==> config.mk <==
export PLATFORM = sky130hd
export DESIGN_NAME = vdac_input_reg
export DESIGN_NICKNAME = d
export VERILOG_FILES = /design/src/common/vdac_pkg.sv /design/src/rtl/vdac_fifo.sv /design/src/rtl/vdac_seg_decoder.sv /design/src/rtl/vdac_input_reg.sv
export SDC_FILE = /design/constraint.sdc
export NUM_CORES = 1
export LEC_CHECK = 0
export ABC_AREA = 1
export BUFFER_PORTS_ARGS = -buffer_cell sky130_fd_sc_hd__buf_2
export CAP_MARGIN = 20
export CORE_UTILIZATION = 52
export DETAILED_ROUTE_END_ITERATION = 12
export MAX_ROUTING_LAYER = met4
export PLACE_DENSITY_LB_ADDON = 0.15
export SLEW_MARGIN = 10
export SYNTH_ARGS = -nofsm -noshare
export SYNTH_HDL_FRONTEND = slang
export SYNTH_SLANG_ARGS = --single-unit
==> constraint.sdc <==
create_clock -name CLK_SYS_I -period 4.9 [get_ports CLK_SYS_I]
set_input_delay 0.245 -clock CLK_SYS_I [delete_from_list [all_inputs] [get_ports CLK_SYS_I]]
set_output_delay 0.245 -clock CLK_SYS_I [all_outputs]
set_load 0.01 [all_outputs]
==> src/common/vdac_pkg.sv <==
/*
  Constants, field positions and level codes for the video converter input
  register block. Assumes a single 10 MHz system clock drives every user.
*/
package vdac_pkg;

  // ----------------------------------------------------------------------
  // Widths and buffer size
  // ----------------------------------------------------------------------
  localparam int DATA_W     = 8;
  localparam int WORD_W     = 12;
  localparam int LVL_W      = 9;
  localparam int SEG_N      = 63;
  localparam int LSB_SW_N   = 4;
  localparam int FIFO_DEPTH = 16;
  localparam int FIFO_LVL_W = 5;
  localparam int PIN_N      = 14;

  typedef logic [WORD_W-1:0] vdac_word_t;
  typedef logic [LVL_W-1:0]  vdac_lvl_t;

  // ----------------------------------------------------------------------
  // Captured word layout: data in [7:0], controls above
  // ----------------------------------------------------------------------
  localparam int BIT_BRIGHTEN = 8;
  localparam int BIT_FORCE    = 9;
  localparam int BIT_BLANK    = 10;
  localparam int BIT_SYNC     = 11;
  localparam int PIN_CONV     = 12;
  localparam int PIN_FEED     = 13;

  // ----------------------------------------------------------------------
  // Output levels in converter steps, sync tip is zero
  // ----------------------------------------------------------------------
  localparam vdac_lvl_t LVL_SYNC  = 9'h000;
  localparam vdac_lvl_t LVL_BLANK = 9'h071;
  localparam vdac_lvl_t LVL_BLACK = 9'h086;
  localparam vdac_lvl_t LVL_BRIGHT = 9'h01D;
  localparam vdac_lvl_t LVL_FULL  = 9'h1A2;
  localparam logic [DATA_W-1:0] DATA_ZERO = 8'h00;
  localparam logic [DATA_W-1:0] DATA_FULL = 8'hFF;

  // ----------------------------------------------------------------------
  // Register map and reset values
  // ----------------------------------------------------------------------
  localparam logic [3:0] REG_CTRL   = 4'h0;
  localparam logic [3:0] REG_STATUS = 4'h4;
  localparam logic [3:0] REG_CONN   = 4'h8;
  localparam logic [3:0] REG_LAST   = 4'hC;
  localparam int CTRL_RUN = 0;
  localparam int CTRL_ECL = 1;
  localparam logic [1:0]        CTRL_RST = 2'h1;
  localparam logic [WORD_W-1:0] CONN_RST = 12'hFFF;
  localparam int ST_FEED     = 5;
  localparam int ST_VALID    = 6;
  localparam int ST_OVERFLOW = 7;
  localparam int ST_CAPRDY   = 8;

endpackage

==> src/rtl/vdac_fifo.sv <==
/*
  Synchronous FIFO with valid/ready on both sides.
  Assumes one clock and an asynchronous active-high reset.
*/
`timescale 1ns/1ps
module vdac_fifo #(
  parameter int WIDTH = 12,
  parameter int DEPTH = 16,
  parameter int LVL_W = 5
) (
  input  wire logic             clk_i,
  input  wire logic             rst_i,
  input  wire logic [WIDTH-1:0] in_data_i,
  input  wire logic             in_valid_i,
  output logic                  in_ready_o,
  output logic [WIDTH-1:0]      out_data_o,
  output logic                  out_valid_o,
  input  wire logic             out_ready_i,
  output logic [LVL_W-1:0]      level_o
);
  localparam int PTR_W = $clog2(DEPTH);

  logic [WIDTH-1:0] mem_q [DEPTH];
  logic [PTR_W-1:0] wr_ptr_q;
  logic [PTR_W-1:0] rd_ptr_q;
  logic [LVL_W-1:0] count_q;
  wire              push;
  wire              pop;

  // ----------------------------------------------------------------------
  // Handshake decode
  // ----------------------------------------------------------------------
  assign in_ready_o  = (count_q != LVL_W'(DEPTH));
  assign out_valid_o = (count_q != '0);
  assign push        = in_valid_i && in_ready_o;
  assign pop         = out_valid_o && out_ready_i;
  assign out_data_o  = mem_q[rd_ptr_q];
  assign level_o     = count_q;

  // Storage needs no reset, only the pointers and count carry state
  always_ff @(posedge clk_i) begin
    if (push) begin
      mem_q[wr_ptr_q] <= in_data_i;
    end
  end

  // Pointers wrap naturally because depth is a power of two
  always_ff @(posedge clk_i or posedge rst_i) begin
    if (rst_i) begin
      wr_ptr_q <= '0;
      rd_ptr_q <= '0;
      count_q  <= '0;
    end else begin
      wr_ptr_q <= wr_ptr_q + PTR_W'(push);
      rd_ptr_q <= rd_ptr_q + PTR_W'(pop);
      count_q  <= count_q + LVL_W'(push) - LVL_W'(pop);
    end
  end
endmodule

==> src/rtl/vdac_seg_decoder.sv <==
/*
  Segment decoder: six upper bits to a thermometer code, two lower bits
  to the fine switches. Purely combinational; the caller registers it.
*/
`timescale 1ns/1ps
module vdac_seg_decoder
  import vdac_pkg::*;
(
  input  wire logic [vdac_pkg::DATA_W-1:0]   data_i,
  output logic [vdac_pkg::SEG_N-1:0]         therm_o,
  output logic [vdac_pkg::LSB_SW_N-1:0]      lsb_sw_o
);
  wire [5:0] coarse;
  wire [1:0] fine;

  assign coarse = data_i[7:2];
  assign fine   = data_i[1:0];

  // ----------------------------------------------------------------------
  // Thermometer: segment i is on when the coarse value exceeds i
  // ----------------------------------------------------------------------
  for (genvar i = 0; i < SEG_N; i++) begin : g_seg
    assign therm_o[i] = (coarse > 6'(i));
  end

  // Fine switches as two complementary pairs, weight one then weight two
  assign lsb_sw_o = {~fine[1], fine[1], ~fine[0], fine[0]};
endmodule

==> src/rtl/vdac_input_reg.sv <==
/*
  Digital front end of an 8-bit video converter: pin capture on the
  convert clock or feedthrough, 16-word buffer, video level priority,
  segment decode and complementary level codes, plus a small register port.
  Assumes pins arrive asynchronous to CLK_SYS_I and are slower than it.
*/
`timescale 1ns/1ps
module vdac_input_reg
  import vdac_pkg::*;
(
  input  wire logic                         CLK_SYS_I,
  input  wire logic                         SYS_RST_I,
  input  wire logic [vdac_pkg::DATA_W-1:0]  DATA_I,
  input  wire logic                         SYNC_I,
  input  wire logic                         BLANK_I,
  input  wire logic                         FORCE_FULL_SCALE_I,
  input  wire logic                         BRIGHTEN_OFFSET_I,
  input  wire logic                         CONV_I,
  input  wire logic                         FEEDTHROUGH_SELECT_I,
  input  wire logic [3:0]                   REG_ADDR_I,
  input  wire logic [31:0]                  REG_WDATA_I,
  input  wire logic                         REG_WR_I,
  input  wire logic                         REG_RD_I,
  output logic [31:0]                       REG_RDATA_O,
  output logic [vdac_pkg::LVL_W-1:0]        OUT_POS_O,
  output logic [vdac_pkg::LVL_W-1:0]        OUT_NEG_O,
  output logic [vdac_pkg::SEG_N-1:0]        THERM_O,
  output logic [vdac_pkg::LSB_SW_N-1:0]     LSB_SW_O,
  output logic                              OUT_VALID_O,
  output logic                              CAP_READY_O
);
  import vdac_pkg::*;

  // ----------------------------------------------------------------------
  // Level selection, shared by the output path and the checks
  // ----------------------------------------------------------------------
  function automatic logic [DATA_W-1:0] eff_data(input vdac_word_t w);
    if (w[BIT_SYNC] || w[BIT_BLANK]) begin
      return DATA_ZERO;
    end else if (w[BIT_FORCE]) begin
      return DATA_FULL;
    end
    return w[DATA_W-1:0];
  endfunction

  function automatic vdac_lvl_t level_of(input vdac_word_t w);
    vdac_lvl_t base;
    base = LVL_BLACK + LVL_W'(eff_data(w));
    if (w[BIT_SYNC]) begin
      return LVL_SYNC;
    end else if (w[BIT_BLANK]) begin
      return LVL_BLANK;
    end else if (w[BIT_BRIGHTEN]) begin
      return base + LVL_BRIGHT;
    end
    return base;
  endfunction

  // ----------------------------------------------------------------------
  // Pin synchronisers
  // ----------------------------------------------------------------------
  logic [PIN_N-1:0]  pin_s1_q;
  logic [PIN_N-1:0]  pin_s2_q;
  logic              conv_prev_q;
  wire  [PIN_N-1:0]  pin_raw;

  assign pin_raw = {FEEDTHROUGH_SELECT_I, CONV_I, SYNC_I, BLANK_I,
                    FORCE_FULL_SCALE_I, BRIGHTEN_OFFSET_I, DATA_I};

  // Two stages; only the second stage feeds any logic
  always_ff @(posedge CLK_SYS_I or posedge SYS_RST_I) begin
    if (SYS_RST_I) begin
      pin_s1_q    <= '0;
      pin_s2_q    <= '0;
      conv_prev_q <= 1'b0;
    end else begin
      pin_s1_q    <= pin_raw;
      pin_s2_q    <= pin_s1_q;
      conv_prev_q <= pin_s2_q[PIN_CONV];
    end
  end

  // ----------------------------------------------------------------------
  // Registers written by software
  // ----------------------------------------------------------------------
  logic [1:0]   ctrl_q;
  vdac_word_t   conn_q;
  logic         ovf_q;
  vdac_word_t   last_q;
  wire          wr_ctrl;
  wire          wr_conn;
  wire          wr_status;
  wire          run;
  wire          ecl;

  assign wr_ctrl   = REG_WR_I && (REG_ADDR_I == REG_CTRL);
  assign wr_conn   = REG_WR_I && (REG_ADDR_I == REG_CONN);
  assign wr_status = REG_WR_I && (REG_ADDR_I == REG_STATUS);
  assign run       = ctrl_q[CTRL_RUN];
  assign ecl       = ctrl_q[CTRL_ECL];

  // Control and connection mask
  always_ff @(posedge CLK_SYS_I or posedge SYS_RST_I) begin
    if (SYS_RST_I) begin
      ctrl_q <= CTRL_RST;
      conn_q <= CONN_RST;
    end else begin
      if (wr_ctrl) ctrl_q <= REG_WDATA_I[1:0];
      if (wr_conn) conn_q <= REG_WDATA_I[WORD_W-1:0];
    end
  end

  // ----------------------------------------------------------------------
  // Capture decode
  // ----------------------------------------------------------------------
  wire         feed_sel;
  wire         conv_rise;
  wire         cap_req;
  wire         cap_ready;
  vdac_word_t  pin_mask;
  vdac_word_t  word_in;

  assign feed_sel  = pin_s2_q[PIN_FEED];
  assign conv_rise = pin_s2_q[PIN_CONV] && !conv_prev_q;
  // A floating emitter-coupled pin is pulled low; software names which are wired
  assign pin_mask  = ecl ? conn_q : CONN_RST;
  assign word_in   = pin_s2_q[WORD_W-1:0] & pin_mask;
  // Data and controls travel in one word, so they stay on the same edge
  assign cap_req   = conv_rise && !feed_sel;

  // Overflow sticky: a new loss wins over a write-one clear
  always_ff @(posedge CLK_SYS_I or posedge SYS_RST_I) begin
    if (SYS_RST_I) begin
      ovf_q <= 1'b0;
    end else if (cap_req && !cap_ready) begin
      ovf_q <= 1'b1;
    end else if (wr_status && REG_WDATA_I[ST_OVERFLOW]) begin
      ovf_q <= 1'b0;
    end
  end

  // Last accepted capture, visible to software
  always_ff @(posedge CLK_SYS_I or posedge SYS_RST_I) begin
    if (SYS_RST_I) begin
      last_q <= '0;
    end else if (cap_req && cap_ready) begin
      last_q <= word_in;
    end
  end

  // ----------------------------------------------------------------------
  // Buffer between capture and output; run low stalls the drain
  // ----------------------------------------------------------------------
  vdac_word_t             fifo_out;
  wire                    fifo_valid;
  wire                    pop;
  wire [FIFO_LVL_W-1:0]   fifo_level;

  assign pop = fifo_valid && run && !feed_sel;

  vdac_fifo #(
    .WIDTH (WORD_W),
    .DEPTH (FIFO_DEPTH),
    .LVL_W (FIFO_LVL_W)
  ) u_fifo (
    .clk_i       (CLK_SYS_I),
    .rst_i       (SYS_RST_I),
    .in_data_i   (word_in),
    .in_valid_i  (cap_req),
    .in_ready_o  (cap_ready),
    .out_data_o  (fifo_out),
    .out_valid_o (fifo_valid),
    .out_ready_i (pop),
    .level_o     (fifo_level)
  );

  // ----------------------------------------------------------------------
  // Current word: feedthrough tracks the pins every cycle
  // ----------------------------------------------------------------------
  vdac_word_t  cur_q;
  logic        cur_valid_q;
  wire         cur_load;
  vdac_word_t  cur_d;

  assign cur_load = feed_sel || pop;
  assign cur_d    = feed_sel ? word_in : fifo_out;

  // Reset clears the word only for determinism; validity marks real data
  always_ff @(posedge CLK_SYS_I or posedge SYS_RST_I) begin
    if (SYS_RST_I) begin
      cur_q       <= '0;
      cur_valid_q <= 1'b0;
    end else if (cur_load) begin
      cur_q       <= cur_d;
      cur_valid_q <= 1'b1;
    end
  end

  // ----------------------------------------------------------------------
  // Output stage
  // ----------------------------------------------------------------------
  vdac_lvl_t                 lvl;
  wire [SEG_N-1:0]           therm;
  wire [LSB_SW_N-1:0]        lsb_sw;

  assign lvl = level_of(cur_q);

  vdac_seg_decoder u_dec (
    .data_i   (eff_data(cur_q)),
    .therm_o  (therm),
    .lsb_sw_o (lsb_sw)
  );

  // Both sinks come from one level so they can never disagree
  always_ff @(posedge CLK_SYS_I or posedge SYS_RST_I) begin
    if (SYS_RST_I) begin
      OUT_POS_O   <= '0;
      OUT_NEG_O   <= '0;
      THERM_O     <= '0;
      LSB_SW_O    <= '0;
      OUT_VALID_O <= 1'b0;
      CAP_READY_O <= 1'b0;
    end else begin
      OUT_POS_O   <= lvl;
      OUT_NEG_O   <= LVL_FULL - lvl;
      THERM_O     <= therm;
      LSB_SW_O    <= lsb_sw;
      OUT_VALID_O <= cur_valid_q;
      CAP_READY_O <= cap_ready;
    end
  end

  // ----------------------------------------------------------------------
  // Register read port, data one cycle after the strobe
  // ----------------------------------------------------------------------
  logic [31:0] rd_mux;

  always_comb begin
    rd_mux = 32'h0000_0000;
    unique case (REG_ADDR_I)
      REG_CTRL:   rd_mux[1:0] = ctrl_q;
      REG_STATUS: rd_mux[ST_CAPRDY:0] = {cap_ready, ovf_q, cur_valid_q, feed_sel, fifo_level};
      REG_CONN:   rd_mux[WORD_W-1:0] = conn_q;
      REG_LAST:   rd_mux[WORD_W-1:0] = last_q;
      default:    rd_mux = 32'h0000_0000;
    endcase
  end

  // Unmapped reads return zero; a cycle without a read shows zero too
  always_ff @(posedge CLK_SYS_I or posedge SYS_RST_I) begin
    if (SYS_RST_I) begin
      REG_RDATA_O <= 32'h0000_0000;
    end else begin
      REG_RDATA_O <= REG_RD_I ? rd_mux : 32'h0000_0000;
    end
  end
endmodule

==> qor.txt <==
Hold Crit Class = in -> async
Final Critical Period = 2.964 ns
Vias = 9800
Slew Viols, Final = 0
Total GRT Usage = 24.71%
IO Count = 173
MaxCap Viol Count = 0
Hold Fails Final Rpt = 5
Syn avg cell area = 11.55 um^2
Sw Pwr = 3485 uW
Num rows = 61
Relative slew slack = 21.97%
Register cell area after layout = 10290 um^2
Most frequent cell after synthesis = nand2_1
Status = finished with violations
Clock Tree Buf Depth = 3
CTS clk-pin slew, worst paths = 0.06 ns
Layout cells sized above 1 = 18.06%
Syn Inst Count = 1269
H-tree depth = 2
CP peak stage delay = 0.90 ns
Setup tns final = 0 ns
Final Routed Wirelength = 33.59 mm
Clock Skew = 0.01029 ns
Comb pwr share = 30.3%
Sequential element share of the synthesized area = 70.16%
Sw Ratio = 34.86%
DRC viols = 0
Die Y = 169.9 um
Pleak = 0.007498 uW
Clk sink count = 372
Met2 usage = 40.31%
Initial Util = 52.77%
Vias in the first global route = 9539
Filler instances = 2228
First-pass GRT wire length = 52.52 mm
Worst Max-Slew Pin Slew = 1.164 ns
Unrepaired setup endpoints after global routing = false
GR peak layer = met2
Synth cell types = 43
Synth top area share = 39.33%
Met3 usage = 3.395%
Most common library cells after synthesis = nand2_1 (226), edfxtp_1 (192), dfrtp_1 (167)
Worst-Skew Late Latency = 0.52 ns
Detailed Routing Iterations Pass 1 = 5
Clock share of power = 29.4%
Area of the multi-input gates = 3690 um^2
DP HPWL = 20.65 mm
Post-synth EDFFs = 192
Largest net degree at the start of global routing = 181
Post-Syn Area = 14660 um^2
RR Startpoint = pin_s2_q[13]
Top Family by Delay on Critical Path = simple AND/OR/NAND/NOR gates
Input/output buffers = 132
Via density = 5.294
#FFs+latches synth = 372
DR iter-0 viols = 823
Post-route ant nets = 0
R2R cell count = 5
Crit-path max FO = 16
Worst setup SP type = register
M1 GR Usage = 32.34%
Critical path arrival = 3.09 ns
P&R area growth vs syn = 18.12%
Final worst slack = 1.936 ns
Ys async rst share = 48.39%
Die area = 28870 um^2
Hold_ws = -0.02255 ns
P per Cell Area = 577.3 nW/um^2
Max Freq = 337.4 MHz
Ys flop type = edfxtp_1
Sequential share of power = 40.4%
Crit Reg-Reg Endpoint = u_fifo.mem_q[12][5]
Yosys top cell by area = edfxtp_1
Largest cells by area after synthesis = edfxtp_1 (39%), dfrtp_1 (29%), nand2_1 (5.8%)
Die X = 169.9 um
Failing checks = hold timing
Pre-CTS setup slack = 1.911 ns
Cts bufs inserted = 38
Worst Setup End Kind = register
Crit share post-route = 60.49%
Placeable Area = 27780 um^2
Gr ovfl total = 0
Final setup vio count = 0
CTS root buf = clkbuf_16
CP max-delay cell = nor2_1
RD Place Congestion = 0.8391
Kind of critical path = reg -> reg
Initial antenna violation count = 0
Nets = 1514
TritonCTS clock tree = done
WL per Instance = 18.15 um
R2R Setup Slk = 1.94 ns
Antenna Cells = 0
Critical Path RT = 5.03 ns
Worst path cell trace = nor3b_1, nand2_1, inv_1, nand3_1, nor2_1
Peak VDD IR = 0.3229 mV
Worst path bufs/invs = 1
Synth Warn # = 0
Int Power = 6512 uW
[layer usage]
layer  vias up  share of wire (%)
met5         -                  0
met3        56                6.5
met2       364                 48
met4         0                2.5
met1      4740                 43
li1       4640                  -
[worst reg2reg max path: stages, from the launching register on]
cell and delay, ns:
dfrtp_1 0.61, nor3b_1 0.37, nand2_1 0.27, inv_1 0.21, nand3_1 0.21, nor2_1 0.90
[timing repair]
action	CTS	global route
resized for setup	0	0
setup buffers	0	0
hold buffers	27	0
endpoints found under the hold margin	27	0
endpoints found under the setup margin	0	0
[cells in the final DEF, fill, tap and decap left out, drive strengths merged, types with 20 or more instances in the layout]
cell type / count
nand2: 235
nor2: 132
buf: 157
inv: 116
dlygate4sd3: 27
clkbuf: 53
conb: 20
a21oi: 51
dfrtp: 167
nand3: 51
o21ai: 119
edfxtp: 192
[cell type report]
class / instances / area share [%]
timing repair buffer: 184 / 6.532
tap: 378 / 2.731
clock inverter: 15 / 0.9827
inverter: 120 / 2.623
clock buffer: 53 / 6.416
multi-input combinational: 729 / 21.31
sequential: 372 / 59.41
[power groups by stage]
stage	logic (uW)	clock network, uW	registers [uW]
floorplan	1900	0	4150
global placement	2950	0	4090
detailed placement	3010	0	4090
CTS	3040	2990	4030
global route	3400	3110	4080
finish	3030	2940	4030
[state kept, by name, summed over array words and instances (netlist names)]
signal and cells:
OUT_VALID_O 1, conv_prev_q 1, conn_q 12, ctrl_q 2, pin_s2_q 14, last_q 12, THERM_O 63, LSB_SW_O 4
pin_s1_q 14, u_fifo.level_o 5, cur_valid_q 1, OUT_NEG_O 9, OUT_POS_O 8, u_fifo.wr_ptr_q 4, u_fifo.rd_ptr_q 4, CAP_READY_O 1
ovf_q 1, REG_RDATA_O 12, u_fifo.mem_q 192, cur_q 12
[how the worst max path moves through the flow]
stage               depth (start not counted)             endpoint               from
floorplan                                  13    u_fifo.level_o[4]  u_fifo.level_o[2]
global route                               17         OUT_NEG_O[8]          cur_q[11]
detailed placement                          5   u_fifo.mem_q[4][3]       pin_s2_q[13]
finish                                      5  u_fifo.mem_q[12][5]       pin_s2_q[13]
global placement                            5  u_fifo.mem_q[11][5]       pin_s2_q[13]
CTS                                         5  u_fifo.mem_q[11][5]       pin_s2_q[13]
[kinds of logic after synthesis]
| kind of cell | Yosys count | share of synthesized area, % |
|---|---|---|
| xor+xnor | 13 | 0.7767 |
| simple gates | 444 | 12.82 |
| compound gates | 237 | 9.448 |
| buf+inv | 187 | 5.437 |
| fa+ha+maj | 15 | 1.331 |
| other cells | 1 | 0.02558 |
| flops | 372 | 70.16 |
[per-stage QoR]
| step | util [%] | instances | hold WS [ns] | power [uW] | cell area, um^2 |
|---|---|---|---|---|---|
| 2_1_floorplan | - | 1288 | 0.2764 | 6050 | 14740 |
| 4_1_cts | 62.20 | 1846 | 0.01406 | 10060 | 17280 |
| 6_report | 62.33 | 1851 | -0.02255 | 9997 | 17320 |
| 3_3_place_gp | 56.61 | 1751 | 0.3311 | 7039 | 15730 |
| 3_5_place_dp | 56.61 | 1751 | 0.3347 | 7099 | 15730 |
| 5_1_grt | 62.33 | 1851 | 0.03058 | 10590 | 17320 |
(Power assumes the default switching activity.)
